==> src/nbi_pkg.sv <==
// Contract
// - upper lines carry data only, never command/address
// - host waits 10 us after power-up, strobe high
// - host holds protect low during power transitions
// - host treats shared busy low as someone busy
// - command: select low, command high, address low, read high
// - host sends four or five address cycles by density
// - address: select low, address high, command low, read high
package nbi_pkg;
  // clock and timing
  localparam int unsigned CLK_MHZ = 10;
  localparam int unsigned CLK_NS = 1000 / CLK_MHZ;
  localparam int unsigned T_PWRUP_US = 10; // least recovery time
  localparam int unsigned PWRUP_CYC = T_PWRUP_US * CLK_MHZ;
  localparam int unsigned T_GUARD_NS = 200; // busy line may lag the last strobe
  localparam int unsigned GUARD_CYC = (T_GUARD_NS + CLK_NS - 1) / CLK_NS;
  localparam int unsigned RD_SAMPLE_CYC = 3; // read strobe low, covers the 2-flop sync
  // array geometry of the device outside
  localparam int unsigned PAGES_PER_BLOCK = 64;
  localparam int unsigned MAIN_BYTES = 2048;
  localparam int unsigned SPARE_BYTES = 64;
  localparam int unsigned MAIN_WORDS = 1024;
  localparam int unsigned SPARE_WORDS = 32;
  localparam int unsigned BLOCKS_1G = 1024;
  localparam int unsigned MIN_BLOCKS_1G = 1004;
  localparam int unsigned BLOCKS_2G = 2048;
  localparam int unsigned MIN_BLOCKS_2G = 2008;
  localparam int unsigned ADDR_CYC_1G = 4;
  localparam int unsigned ADDR_CYC_2G = 5;
  // address field and bus widths
  localparam int unsigned COL_W = 12;
  localparam int unsigned ROW_W = 17;
  localparam int unsigned IO_W = 16;
  // user operations
  typedef enum logic [2:0] {
    NBI_OP_CMD = 3'h0,
    NBI_OP_ADDR = 3'h1,
    NBI_OP_WRITE = 3'h2,
    NBI_OP_READ = 3'h3,
    NBI_OP_WAIT = 3'h4
  } nbi_op_t;
  // controller states, gray along power, idle, strobe, hold
  typedef enum logic [2:0] {
    NBI_ST_POWER = 3'h0,
    NBI_ST_IDLE = 3'h1,
    NBI_ST_WSTROBE = 3'h3,
    NBI_ST_WHOLD = 3'h2,
    NBI_ST_RLOW = 3'h6,
    NBI_ST_RHIGH = 3'h7,
    NBI_ST_WAIT = 3'h5
  } nbi_state_t;

  // byte of an address cycle; col then row, top cycle holds one bit
  function automatic logic [7:0] nbi_addr_byte(input logic [COL_W-1:0] col,
                                               input logic [ROW_W-1:0] row,
                                               input logic [2:0] idx);
    case (idx)
      3'h0: nbi_addr_byte = col[7:0];
      3'h1: nbi_addr_byte = {4'h0, col[11:8]};
      3'h2: nbi_addr_byte = row[7:0];
      3'h3: nbi_addr_byte = row[15:8];
      default: nbi_addr_byte = {7'h00, row[16]};
    endcase
  endfunction : nbi_addr_byte
endpackage : nbi_pkg

==> src/nbi_skid2.sv <==
`timescale 1ns/1ps
// two-entry buffer; head entry drives the output straight from flops
module nbi_skid2 #(
  parameter int unsigned W = 16 // word width
) (
  input wire logic sys_clk, // system clock
  input wire logic reset, // sync, active high
  input wire logic in_valid, // word offered
  output logic in_ready, // room for a word
  input wire logic [W-1:0] in_data, // offered word
  output logic out_valid, // head word valid
  input wire logic out_ready, // consumer takes head
  output logic [W-1:0] out_data // head word
);
  logic head_v_reg; // head occupied
  logic tail_v_reg; // tail occupied
  logic [W-1:0] head_reg; // head word
  logic [W-1:0] tail_reg; // tail word
  logic push; // word enters
  logic pop; // word leaves

  // full only when the tail is taken, so a stall still catches one word
  assign in_ready = ~tail_v_reg;
  assign push = in_valid & in_ready;
  assign pop = head_v_reg & out_ready;
  assign out_valid = head_v_reg;
  assign out_data = head_reg;

  // occupancy and data movement
  always_ff @(posedge sys_clk) begin
    if (reset) begin
      head_v_reg <= 1'b0;
      tail_v_reg <= 1'b0;
      head_reg <= '0;
      tail_reg <= '0;
    end else if (pop) begin
      // tail moves forward, or a fresh word falls straight in
      head_v_reg <= tail_v_reg | push;
      head_reg <= tail_v_reg ? tail_reg : in_data;
      tail_v_reg <= 1'b0;
    end else if (push) begin
      if (!head_v_reg) begin
        head_v_reg <= 1'b1;
        head_reg <= in_data;
      end else begin
        tail_v_reg <= 1'b1;
        tail_reg <= in_data;
      end
    end
  end
endmodule : nbi_skid2

==> src/nbi_host.sv <==
`timescale 1ns/1ps
// host side strobe engine for a page flash on a multiplexed bus
module nbi_host #(
  parameter bit BUS16 = 1'b0, // word-wide device attached
  parameter bit DENSITY_2G = 1'b0 // larger density, five address cycles
) (
  input wire logic sys_clk, // 10 MHz system clock
  input wire logic reset, // sync, active high
  input wire logic cmd_valid, // operation offered
  output logic cmd_ready, // engine idle, takes an operation
  input wire nbi_pkg::nbi_op_t cmd_op, // operation kind
  input wire logic [15:0] cmd_data, // command byte or write word
  input wire logic [nbi_pkg::COL_W-1:0] cmd_col, // column for address op
  input wire logic [nbi_pkg::ROW_W-1:0] cmd_row, // page and block for address op
  input wire logic prog_enable, // allow program and erase
  output logic rd_valid, // read word available
  input wire logic rd_ready, // consumer takes read word
  output logic [15:0] rd_data, // read word
  output logic ce_n, // chip select, active low
  output logic command_qualifier, // marks command cycles
  output logic address_qualifier, // marks address cycles
  output logic we_n, // write strobe, active low
  output logic re_n, // read strobe, active low
  output logic wp_n, // write protect, active low
  output logic [15:0] io_out, // bus value driven
  output logic io_oe, // high while host drives the bus
  input wire logic [15:0] io_in, // bus value seen
  input wire logic busy_flag_n // shared busy line, low while busy
);
  import nbi_pkg::*;

  localparam int unsigned ADDR_CYC = DENSITY_2G ? ADDR_CYC_2G : ADDR_CYC_1G;
  localparam int unsigned PW = $clog2(PWRUP_CYC + 1);

  nbi_state_t state_reg; // engine state
  nbi_op_t op_reg; // operation in progress
  logic [PW-1:0] pwr_cnt_reg; // power-up recovery countdown
  logic [1:0] guard_cnt_reg; // guard before trusting busy line
  logic [1:0] rd_cnt_reg; // read strobe low time
  logic [2:0] addr_idx_reg; // address cycle index
  logic [COL_W-1:0] col_reg; // latched column
  logic [ROW_W-1:0] row_reg; // latched row
  logic busy_meta_reg; // busy sync stage 1
  logic busy_sync_reg; // busy sync stage 2
  logic [15:0] io_meta_reg; // bus sync stage 1
  logic [15:0] io_sync_reg; // bus sync stage 2
  logic ce_n_reg, cle_reg, ale_reg, we_n_reg, re_n_reg, wp_n_reg; // pin flops
  logic [15:0] io_out_reg; // driven bus value
  logic io_oe_reg; // bus drive enable
  logic cmd_ready_reg; // idle and accepting
  logic take; // operation accepted
  logic buf_in_valid; // read word captured
  logic buf_in_ready; // buffer has room
  logic [15:0] buf_in_data; // captured word

  assign take = cmd_valid & cmd_ready_reg;
  assign cmd_ready = cmd_ready_reg;
  assign ce_n = ce_n_reg;
  assign command_qualifier = cle_reg;
  assign address_qualifier = ale_reg;
  assign we_n = we_n_reg;
  assign re_n = re_n_reg;
  assign wp_n = wp_n_reg;
  assign io_out = io_out_reg;
  assign io_oe = io_oe_reg;

  // pins from the far side pass two flops before use
  always_ff @(posedge sys_clk) begin
    if (reset) begin
      busy_meta_reg <= 1'b0;
      busy_sync_reg <= 1'b0;
      io_meta_reg <= 16'h0000;
      io_sync_reg <= 16'h0000;
    end else begin
      busy_meta_reg <= busy_flag_n;
      busy_sync_reg <= busy_meta_reg;
      io_meta_reg <= io_in;
      io_sync_reg <= io_meta_reg;
    end
  end

  // recovery countdown after reset
  always_ff @(posedge sys_clk) begin
    if (reset) begin
      pwr_cnt_reg <= PW'(PWRUP_CYC);
    end else if (pwr_cnt_reg != '0) begin
      pwr_cnt_reg <= pwr_cnt_reg - 1'b1;
    end
  end

  // protect stays low until recovery is over, then follows software
  always_ff @(posedge sys_clk) begin
    if (reset) begin
      wp_n_reg <= 1'b0;
    end else begin
      wp_n_reg <= (state_reg != NBI_ST_POWER) & prog_enable;
    end
  end

  // x8 parts leave the upper lines floating; mask them off
  assign buf_in_data = BUS16 ? io_sync_reg : {8'h00, io_sync_reg[7:0]};
  assign buf_in_valid = (state_reg == NBI_ST_RLOW) && (rd_cnt_reg == 2'h0);

  // main sequencer: drives every strobe, qualifier and the bus
  always_ff @(posedge sys_clk) begin
    if (reset) begin
      state_reg <= NBI_ST_POWER;
      op_reg <= NBI_OP_CMD;
      guard_cnt_reg <= 2'h0;
      rd_cnt_reg <= 2'h0;
      addr_idx_reg <= 3'h0;
      col_reg <= '0;
      row_reg <= '0;
      ce_n_reg <= 1'b1;
      cle_reg <= 1'b0;
      ale_reg <= 1'b0;
      we_n_reg <= 1'b1;
      re_n_reg <= 1'b1;
      io_out_reg <= 16'h0000;
      io_oe_reg <= 1'b0;
      cmd_ready_reg <= 1'b0;
    end else begin
      unique case (state_reg)
        NBI_ST_POWER: begin
          // write strobe held high, no command before recovery ends
          if (pwr_cnt_reg == '0) begin
            state_reg <= NBI_ST_IDLE;
            ce_n_reg <= 1'b0; // single device, kept selected
            cmd_ready_reg <= 1'b1;
          end
        end
        NBI_ST_IDLE: begin
          if (take) begin
            cmd_ready_reg <= 1'b0;
            op_reg <= cmd_op;
            col_reg <= cmd_col;
            row_reg <= cmd_row;
            addr_idx_reg <= 3'h0;
            unique case (cmd_op)
              NBI_OP_CMD: begin
                // command on low lines, address qualifier low
                cle_reg <= 1'b1;
                io_out_reg <= {8'h00, cmd_data[7:0]};
                io_oe_reg <= 1'b1;
                we_n_reg <= 1'b0;
                state_reg <= NBI_ST_WSTROBE;
              end
              NBI_OP_ADDR: begin
                ale_reg <= 1'b1;
                io_out_reg <= {8'h00, nbi_addr_byte(cmd_col, cmd_row, 3'h0)};
                io_oe_reg <= 1'b1;
                we_n_reg <= 1'b0;
                state_reg <= NBI_ST_WSTROBE;
              end
              NBI_OP_WRITE: begin
                io_out_reg <= BUS16 ? cmd_data : {8'h00, cmd_data[7:0]};
                io_oe_reg <= 1'b1;
                we_n_reg <= 1'b0;
                state_reg <= NBI_ST_WSTROBE;
              end
              NBI_OP_READ: begin
                re_n_reg <= 1'b0;
                rd_cnt_reg <= 2'(RD_SAMPLE_CYC - 1);
                state_reg <= NBI_ST_RLOW;
              end
              default: begin
                // wait op; unknown codes also fall here, harmlessly
                guard_cnt_reg <= 2'(GUARD_CYC);
                state_reg <= NBI_ST_WAIT;
              end
            endcase
          end
        end
        NBI_ST_WSTROBE: begin
          we_n_reg <= 1'b1; // rising edge latches the bus
          state_reg <= NBI_ST_WHOLD;
        end
        NBI_ST_WHOLD: begin
          // address op repeats until the density's cycle count is sent
          if (op_reg == NBI_OP_ADDR && 32'(addr_idx_reg) + 1 < ADDR_CYC) begin
            addr_idx_reg <= addr_idx_reg + 3'h1;
            io_out_reg <= {8'h00, nbi_addr_byte(col_reg, row_reg, addr_idx_reg + 3'h1)};
            we_n_reg <= 1'b0;
            state_reg <= NBI_ST_WSTROBE;
          end else begin
            cle_reg <= 1'b0;
            ale_reg <= 1'b0;
            io_oe_reg <= 1'b0;
            cmd_ready_reg <= 1'b1;
            state_reg <= NBI_ST_IDLE;
          end
        end
        NBI_ST_RLOW: begin
          // a full buffer stretches the strobe; no word is lost
          if (rd_cnt_reg != 2'h0) begin
            rd_cnt_reg <= rd_cnt_reg - 2'h1;
          end else if (buf_in_ready) begin
            re_n_reg <= 1'b1;
            state_reg <= NBI_ST_RHIGH;
          end
        end
        NBI_ST_RHIGH: begin
          cmd_ready_reg <= 1'b1;
          state_reg <= NBI_ST_IDLE;
        end
        NBI_ST_WAIT: begin
          // shared line: low means at least one part still busy
          if (guard_cnt_reg != 2'h0) begin
            guard_cnt_reg <= guard_cnt_reg - 2'h1;
          end else if (busy_sync_reg) begin
            cmd_ready_reg <= 1'b1;
            state_reg <= NBI_ST_IDLE;
          end
        end
        default: begin
          state_reg <= NBI_ST_IDLE;
          cmd_ready_reg <= 1'b1;
        end
      endcase
    end
  end

  // read words queue here; head flops drive rd_valid and rd_data
  nbi_skid2 #(.W(IO_W)) u_rd_buf (
    .sys_clk(sys_clk),
    .reset(reset),
    .in_valid(buf_in_valid),
    .in_ready(buf_in_ready),
    .in_data(buf_in_data),
    .out_valid(rd_valid),
    .out_ready(rd_ready),
    .out_data(rd_data)
  );

  // helper: address strobes since the last accepted operation
  logic [2:0] addr_rise_cnt_reg;
  always_ff @(posedge sys_clk) begin
    if (reset || take) begin
      addr_rise_cnt_reg <= 3'h0;
    end else if (state_reg == NBI_ST_WSTROBE && ale_reg) begin
      addr_rise_cnt_reg <= addr_rise_cnt_reg + 3'h1;
    end
  end

  property p_pwr_quiet;
    @(posedge sys_clk) disable iff (reset)
      (pwr_cnt_reg != '0) |-> we_n_reg && cmd_ready_reg == 1'b0;
  endproperty
  a_pwr_quiet: assert property (p_pwr_quiet) else $error("strobe or ready during recovery");

  property p_pwr_len;
    @(posedge sys_clk) disable iff (reset)
      $rose(cmd_ready_reg) && $past(state_reg) == NBI_ST_POWER |-> $past(pwr_cnt_reg) == '0;
  endproperty
  a_pwr_len: assert property (p_pwr_len) else $error("recovery ended early");

  property p_wp_low;
    @(posedge sys_clk) disable iff (reset)
      (state_reg == NBI_ST_POWER) |=> !wp_n_reg;
  endproperty
  a_wp_low: assert property (p_wp_low) else $error("protect released during recovery");

  property p_cmd_cycle;
    @(posedge sys_clk) disable iff (reset)
      $fell(we_n_reg) && cle_reg |-> (!ce_n_reg && !ale_reg && re_n_reg)
        ##1 ($rose(we_n_reg) && cle_reg);
  endproperty
  a_cmd_cycle: assert property (p_cmd_cycle) else $error("bad command cycle");

  property p_addr_cycle;
    @(posedge sys_clk) disable iff (reset)
      $fell(we_n_reg) && ale_reg |-> (!ce_n_reg && !cle_reg && re_n_reg)
        ##1 ($rose(we_n_reg) && ale_reg);
  endproperty
  a_addr_cycle: assert property (p_addr_cycle) else $error("bad address cycle");

  property p_addr_count;
    @(posedge sys_clk) disable iff (reset)
      $fell(ale_reg) |-> addr_rise_cnt_reg == 3'(ADDR_CYC);
  endproperty
  a_addr_count: assert property (p_addr_count) else $error("wrong address cycle count");

  property p_low_lines;
    @(posedge sys_clk) disable iff (reset)
      io_oe_reg && (cle_reg || ale_reg) |-> io_out_reg[15:8] == 8'h00;
  endproperty
  a_low_lines: assert property (p_low_lines) else $error("upper lines used for cmd/addr");

  property p_busy_hold;
    @(posedge sys_clk) disable iff (reset)
      state_reg == NBI_ST_WAIT && !busy_sync_reg |=> state_reg == NBI_ST_WAIT;
  endproperty
  a_busy_hold: assert property (p_busy_hold) else $error("left wait while busy");

  property p_read_quals;
    @(posedge sys_clk) disable iff (reset)
      !re_n_reg |-> we_n_reg && !cle_reg && !ale_reg && !io_oe_reg;
  endproperty
  a_read_quals: assert property (p_read_quals) else $error("read strobe with bad qualifiers");

  c_addr_seq: cover property (@(posedge sys_clk) disable iff (reset) $fell(ale_reg));
  c_read_word: cover property (@(posedge sys_clk) disable iff (reset) buf_in_valid && buf_in_ready);
  c_read_stall: cover property (@(posedge sys_clk) disable iff (reset) buf_in_valid && !buf_in_ready);
  c_wait_done: cover property (@(posedge sys_clk) disable iff (reset)
    state_reg == NBI_ST_WAIT ##1 state_reg == NBI_ST_IDLE);
endmodule : nbi_host

==> config.mk <==
export PLATFORM = sky130hd
export DESIGN_NAME = nbi_host
export DESIGN_NICKNAME = d
export VERILOG_FILES = /design/src/nbi_pkg.sv /design/src/nbi_skid2.sv /design/src/nbi_host.sv
export SDC_FILE = /design/constraint.sdc
export NUM_CORES = 1
export LEC_CHECK = 0
export ABC_AREA = 1
export BUFFER_PORTS_ARGS = -buffer_cell sky130_fd_sc_hd__clkbuf_2
export CAP_MARGIN = 0
export CELL_PAD_IN_SITES_DETAIL_PLACEMENT = 0
export CELL_PAD_IN_SITES_GLOBAL_PLACEMENT = 1
export CORE_ASPECT_RATIO = 2
export CORE_MARGIN = 3
export CORE_UTILIZATION = 39
export CTS_CLUSTER_DIAMETER = 120
export DETAILED_ROUTE_END_ITERATION = 10
export GPL_TIMING_DRIVEN = 0
export PLACE_DENSITY = 0.86
export SLEW_MARGIN = 25
export SYNTH_ARGS = -nofsm -noshare
export SYNTH_HDL_FRONTEND = slang
export SYNTH_HIERARCHICAL = 1
export SYNTH_SLANG_ARGS = --single-unit
==> constraint.sdc <==
create_clock -name sys_clk -period 2.3 [get_ports sys_clk]
set_clock_uncertainty 0.1 [all_clocks]
set_input_delay 0.345 -clock sys_clk [delete_from_list [all_inputs] [get_ports sys_clk]]
set_output_delay 0.345 -clock sys_clk [all_outputs]
set_load 0.005 [all_outputs]
* Yosys cells after proc, flatten, opt, wreduce, memory -nomap -nowiden *
Cells that the tools add are included.

cells by class
  reduce and logical (&&, ||, !) cells = 37
  equality and inequality tests = 29
  order comparisons = 1
  bitwise gates (word level) = 8
  muxes and demuxes = 56
  add/subtract/negate cells = 5

operators by type and width
  operator             count
  $mux 16              5
  $pmux 16 s2          2
  $pmux 8 s4           1
  $reduce_and 4->1     7
  $ne 2x2->1 const B   13
  $mux 3               8
  $mux 1               21
  $eq 3x2->1 const B   6
  $pmux 3 s6           1
  $mux 2               7
  $eq 3x1->1 const B   4
  $pmux 3 s2           2
  $reduce_and 6->1     2
  $reduce_bool 2->1    6
  $logic_not 3->1      3
  $mux 8               1
  $pmux 1 s2           4
  $pmux 2 s2           2
  $reduce_and 2->1     4
  $logic_not 7->1      1
  $reduce_bool 7->1    1
  $sub 7x1->7 const B  1
  $eq 3x3->1 const B   2
  $ne 2x1->1 const B   3
  18 further kinds     29

word-level totals
  input bits = 70
  logic and storage cells = 161
  register bits = 117
  output and inout port bits = 41

* Logic depth before layout (Yosys ltp) *
  depth in word-level cells = 5
  mapped depth = 12
  gate-level depth less buffers = 12

* Cells and area by module *
The synthesis kept the hierarchy.

by module, submodules not included
  module     area each (µm²)  cells each  times used  seq. area each (µm²)
  nbi_host   3746.1           543         1           1661.6
  nbi_skid2  1890.6           275         1           680.7

* Worst setup path before layout *
No wires, ideal clock.

  path type = register to register
  start = reg state_reg[2]
  end = reg u_rd_buf.head_reg[10] (netlist: u_rd_buf/out_data[10])
  setup slack = 569 ps
  arrival time = 1520 ps
  data required time = 2089 ps
  setup time = 111 ps
  cell stages (with the launch flop) = 9
  period minus slack after synthesis = 1731 ps
  buffers on the path = 1
  cells stage by stage = dfxtp_1 -> nand3_1 -> nor2_1 -> nand3_2 -> nand2_4 -> buf_6 -> nand2_1 -> inv_1 -> nor2_2

between the ends
  longest elaborated chain between the ends = 5

ends and longest elaborated chain
  what                         line             RTL
  start, declared              nbi_host.sv:35   nbi_state_t state_reg;
  start signal, assigned       nbi_host.sv:107  state_reg <= NBI_ST_POWER;
  start signal, assigned       nbi_host.sv:127  state_reg <= NBI_ST_IDLE;
  start signal, assigned       nbi_host.sv:146  state_reg <= NBI_ST_WSTROBE;
  $eq 3x3->1                   nbi_host.sv:102  assign buf_in_valid = (state_reg == NBI_ST_RLOW) && (rd_cnt_reg == 2'h0);
  $logic_and 1x1->1            nbi_host.sv:102
  named net buf_in_valid       nbi_host.sv:52   logic buf_in_valid;
  $and 1x1->1                  nbi_skid2.sv:24  assign push = in_valid & in_ready;
  $reduce_bool 2->1 (no line)  -
  $reduce_and 2->1 (no line)   -
  end signal, assigned         nbi_skid2.sv:39  head_reg <= tail_v_reg ? tail_reg : in_data;
  end signal, assigned         nbi_skid2.sv:44  head_reg <= in_data;
  end, declared                nbi_skid2.sv:17  logic [W-1:0] head_reg;

The timed path passes the listed nets, and every way through them passes these cells.
A chain may end at the register's enable or synchronous reset.

* Worst setup path after layout *
  start = reg state_reg[2]
  end = reg u_rd_buf.head_reg[6] (netlist: u_rd_buf/out_data[6])

Same word-level chain as after synthesis.

==> metrics.yaml <==
status: "finished clean"
diodes: 0
hold_viol_final: 0
p_comb_frac: 0.082
port_buffers: 86
power_leakage_nw: 3.41
cts_sinks: 117
synth_top_cell_by_area: "dfxtp_1"
cts_setup_buffers: 0
first_pass_iters: 4
core_area_um2: 14000
powerDensity_nw_per_um2: 775
syn_avg_cell_area_um2: 6.89
rows: 61
seqCellArea_um2: 2340
relSlewSlack: 0.637
largest_reg_flops: 17
worstHoldPathCells: 3
placed_cells: 1116
r2r_slack_ps: 210
numCtsBuffers: 17
report.final.slew_viol_count: 0
setup_violations: 0
period_share: 0.907
routabilityCongestion: 0.825
drc: 0
tns_ps: 0
synth_seq_area_share: 0.416
wire_per_inst_um: 12.2
min_path_type: "in -> reg"
num_vias: 5133
fp.dieArea_um2: 16000
syn_area_um2: 5640
crit_slowest_cell: "dfxtp_1"
wl_um: 14000
dpl.hpwl_um: 11000
first_iter_violations: 152
syn_to_final_growth_pct: 24.9
rsz0062_at_grt: "false"
path_class: "reg -> reg"
initial_utilization: 0.401
multi_input_area_um2: 2610
r2r_start: "state_reg[2]"
via_per_inst: 4.47
yosysWarningCount: 6
fin_cells: 1148
synth.area.top_cells: "dfxtp_1 (42%), nand2_1 (11%), nor2_1 (9.5%)"
fillers: 1520
ys_ff_latch: 117
synthCells: 818
fmax_ghz: 0.479
maxCapViolCount: 0
grt_start_max_net_pins: 17
clock_power_share: 0.530
grt_antenna_before_repair: 0
grt_pass1_vias: 5015
grt.total_usage: 0.181
pwr-share-seq: 0.388
grt_first_pass_wirelength_um: 22800
clk_pin_slew_ps: 60
crit_arrival_ps: 2300
cts_max_path_buffers: 2
critPathMaxFanout: 10
num-nets-final: 1024
ir_drop_v: 0.000586
cts_root_buf: "clkbuf_16"
ctsHtreeMaxLevel: 4
drive_gt1_frac: 0.204
switchingPower_mw: 1.30
netlist.area_leader.share: 0.416
end_kind: "flop"
hold_end: "io_meta_reg[7]"
worstMarginPinSlew_ps: 545
holdWs_ps: 24.1
path_cells: "nand3_1 > nor2_2 > nand3_2 > nand2_4 > buf_6 > nand2_1 > inv_1 > nor2_2"
finalPower_mw: 5.46
cts_tree: "built"
internal-power_mw: 4.16
hp-start: "io_in[7]"
worstSkewPairLatency_ps: 410
worst_path_most_repeated_cell: "nor2_2"
period_needed_ps: 2090
reg2reg_to: "u_rd_buf/out_data[6]"
ios: 111
grt_overflow_total: 0
setup.worst_path.start_class: "flop"
synth_cell_type_count: 34
die_x_um: 91.0
swShare: 0.239
die_h_um: 176
ant_nets: 0
crit_required_ps: 2510
reg2reg_depth: 8
crit_path_max_incr_delay_ps: 510
==> placed cells by master (no fill, tap or decap), drive strengths merged <==
master / n
inv: 127
xor2: 2
nand3b: 17
nor3: 4
clkinv: 4
clkinvlp: 3
conb: 24
a31oi: 1
o21ai: 64
a21oi: 38
o31a: 1
nand3: 33
nor2: 166
ha: 8
dfxtp: 117
bufinv: 4
clkbuf: 116
buf: 32
nand4: 18
nand2: 179
nor3b: 1
==> timing repair <==
| item | in CTS | in global routing |
|---|---|---|
| endpoints found under the setup margin | 0 | 11 |
| gates resized for setup | 0 | 2 |
| hold buffers | 0 | 0 |
==> area by class of cell <==
type                       instances  share of cell area
multi-input combinational        556               0.371
sequential                       117               0.333
buffer                            43              0.0417
clock inverter                    13              0.0277
clock buffer                      19              0.0643
timing repair buffer              86              0.0611
inverter                         125              0.0680
tap                              189              0.0336
==> routing by layer <==
metal	routed length, µm	vias to the layer above	GRT usage
li1	-	2756	-
met5	0	-	0
met4	589	0	0.0970
met2	8170	114	0.367
met1	4720	2227	0.157
met3	499	36	0.0418
==> stage by stage <==
step,worst slack (ps),util,area [µm²]
global placement,62.9,0.455,6390
global route,42.1,0.502,7040
detailed placement,83.7,0.455,6390
CTS,36.1,0.501,7040
floorplan,569,-,5720
finish,214,0.502,7040
==> worst max path at each step <==
stage                 start                     to  slack [ps]  cells past startpoint
5_1_grt        state_reg[2]   u_rd_buf/out_data[6]          40                      8
2_1_floorplan  state_reg[2]  u_rd_buf/out_data[10]         570                      8
4_1_cts        state_reg[2]   u_rd_buf/out_data[6]          40                      8
6_report       state_reg[2]   u_rd_buf/out_data[6]         210                      8
3_3_place_gp   state_reg[2]   u_rd_buf/out_data[7]          60                      8
3_5_place_dp   state_reg[2]   u_rd_buf/out_data[6]          80                      8
==> power by group through the flow <==
| stage | clock network [mW] | logic (mW) | registers (mW) |
|---|---|---|---|
| after CTS | 2.95 | 0.451 | 2.12 |
| after global placement | 0 | 0.445 | 2.16 |
| after detailed placement | 0 | 0.448 | 2.16 |
| after floorplan | 0 | 0.307 | 2.16 |
| final | 2.89 | 0.445 | 2.12 |
| after global routing | 3.04 | 0.512 | 2.13 |
==> cells by family after synthesis <==
logic type,after synthesis,synth area share
fa+ha+maj,8,0.0178
buf+inv,168,0.137
other cells,1,0.000665
xor+xnor,2,0.00311
flops,117,0.416
compound gates,104,0.0952
simple gates,418,0.331
==> Yosys cell counts (all sizes together) <==
cell / instances
a21oi: 38
nand4: 18
a31oi: 1
buf: 32
inv: 123
nand3b: 17
clkbuf: 11
o31a: 1
nor2: 166
nor3b: 1
dfxtp: 117
nand2: 179
conb: 1
xor2: 2
ha: 8
nor3: 4
nand3: 33
o21ai: 64
clkinv: 2
==> critical path, delay by kind of cell (launching register included) <==
kind / cells / cell delay, ps
buffers and inverters: 2 / 210
and+or+nand+nor: 6 / 1170
DFF: 1 / 510
No activity file was read; power rests on OpenSTA's default activity.
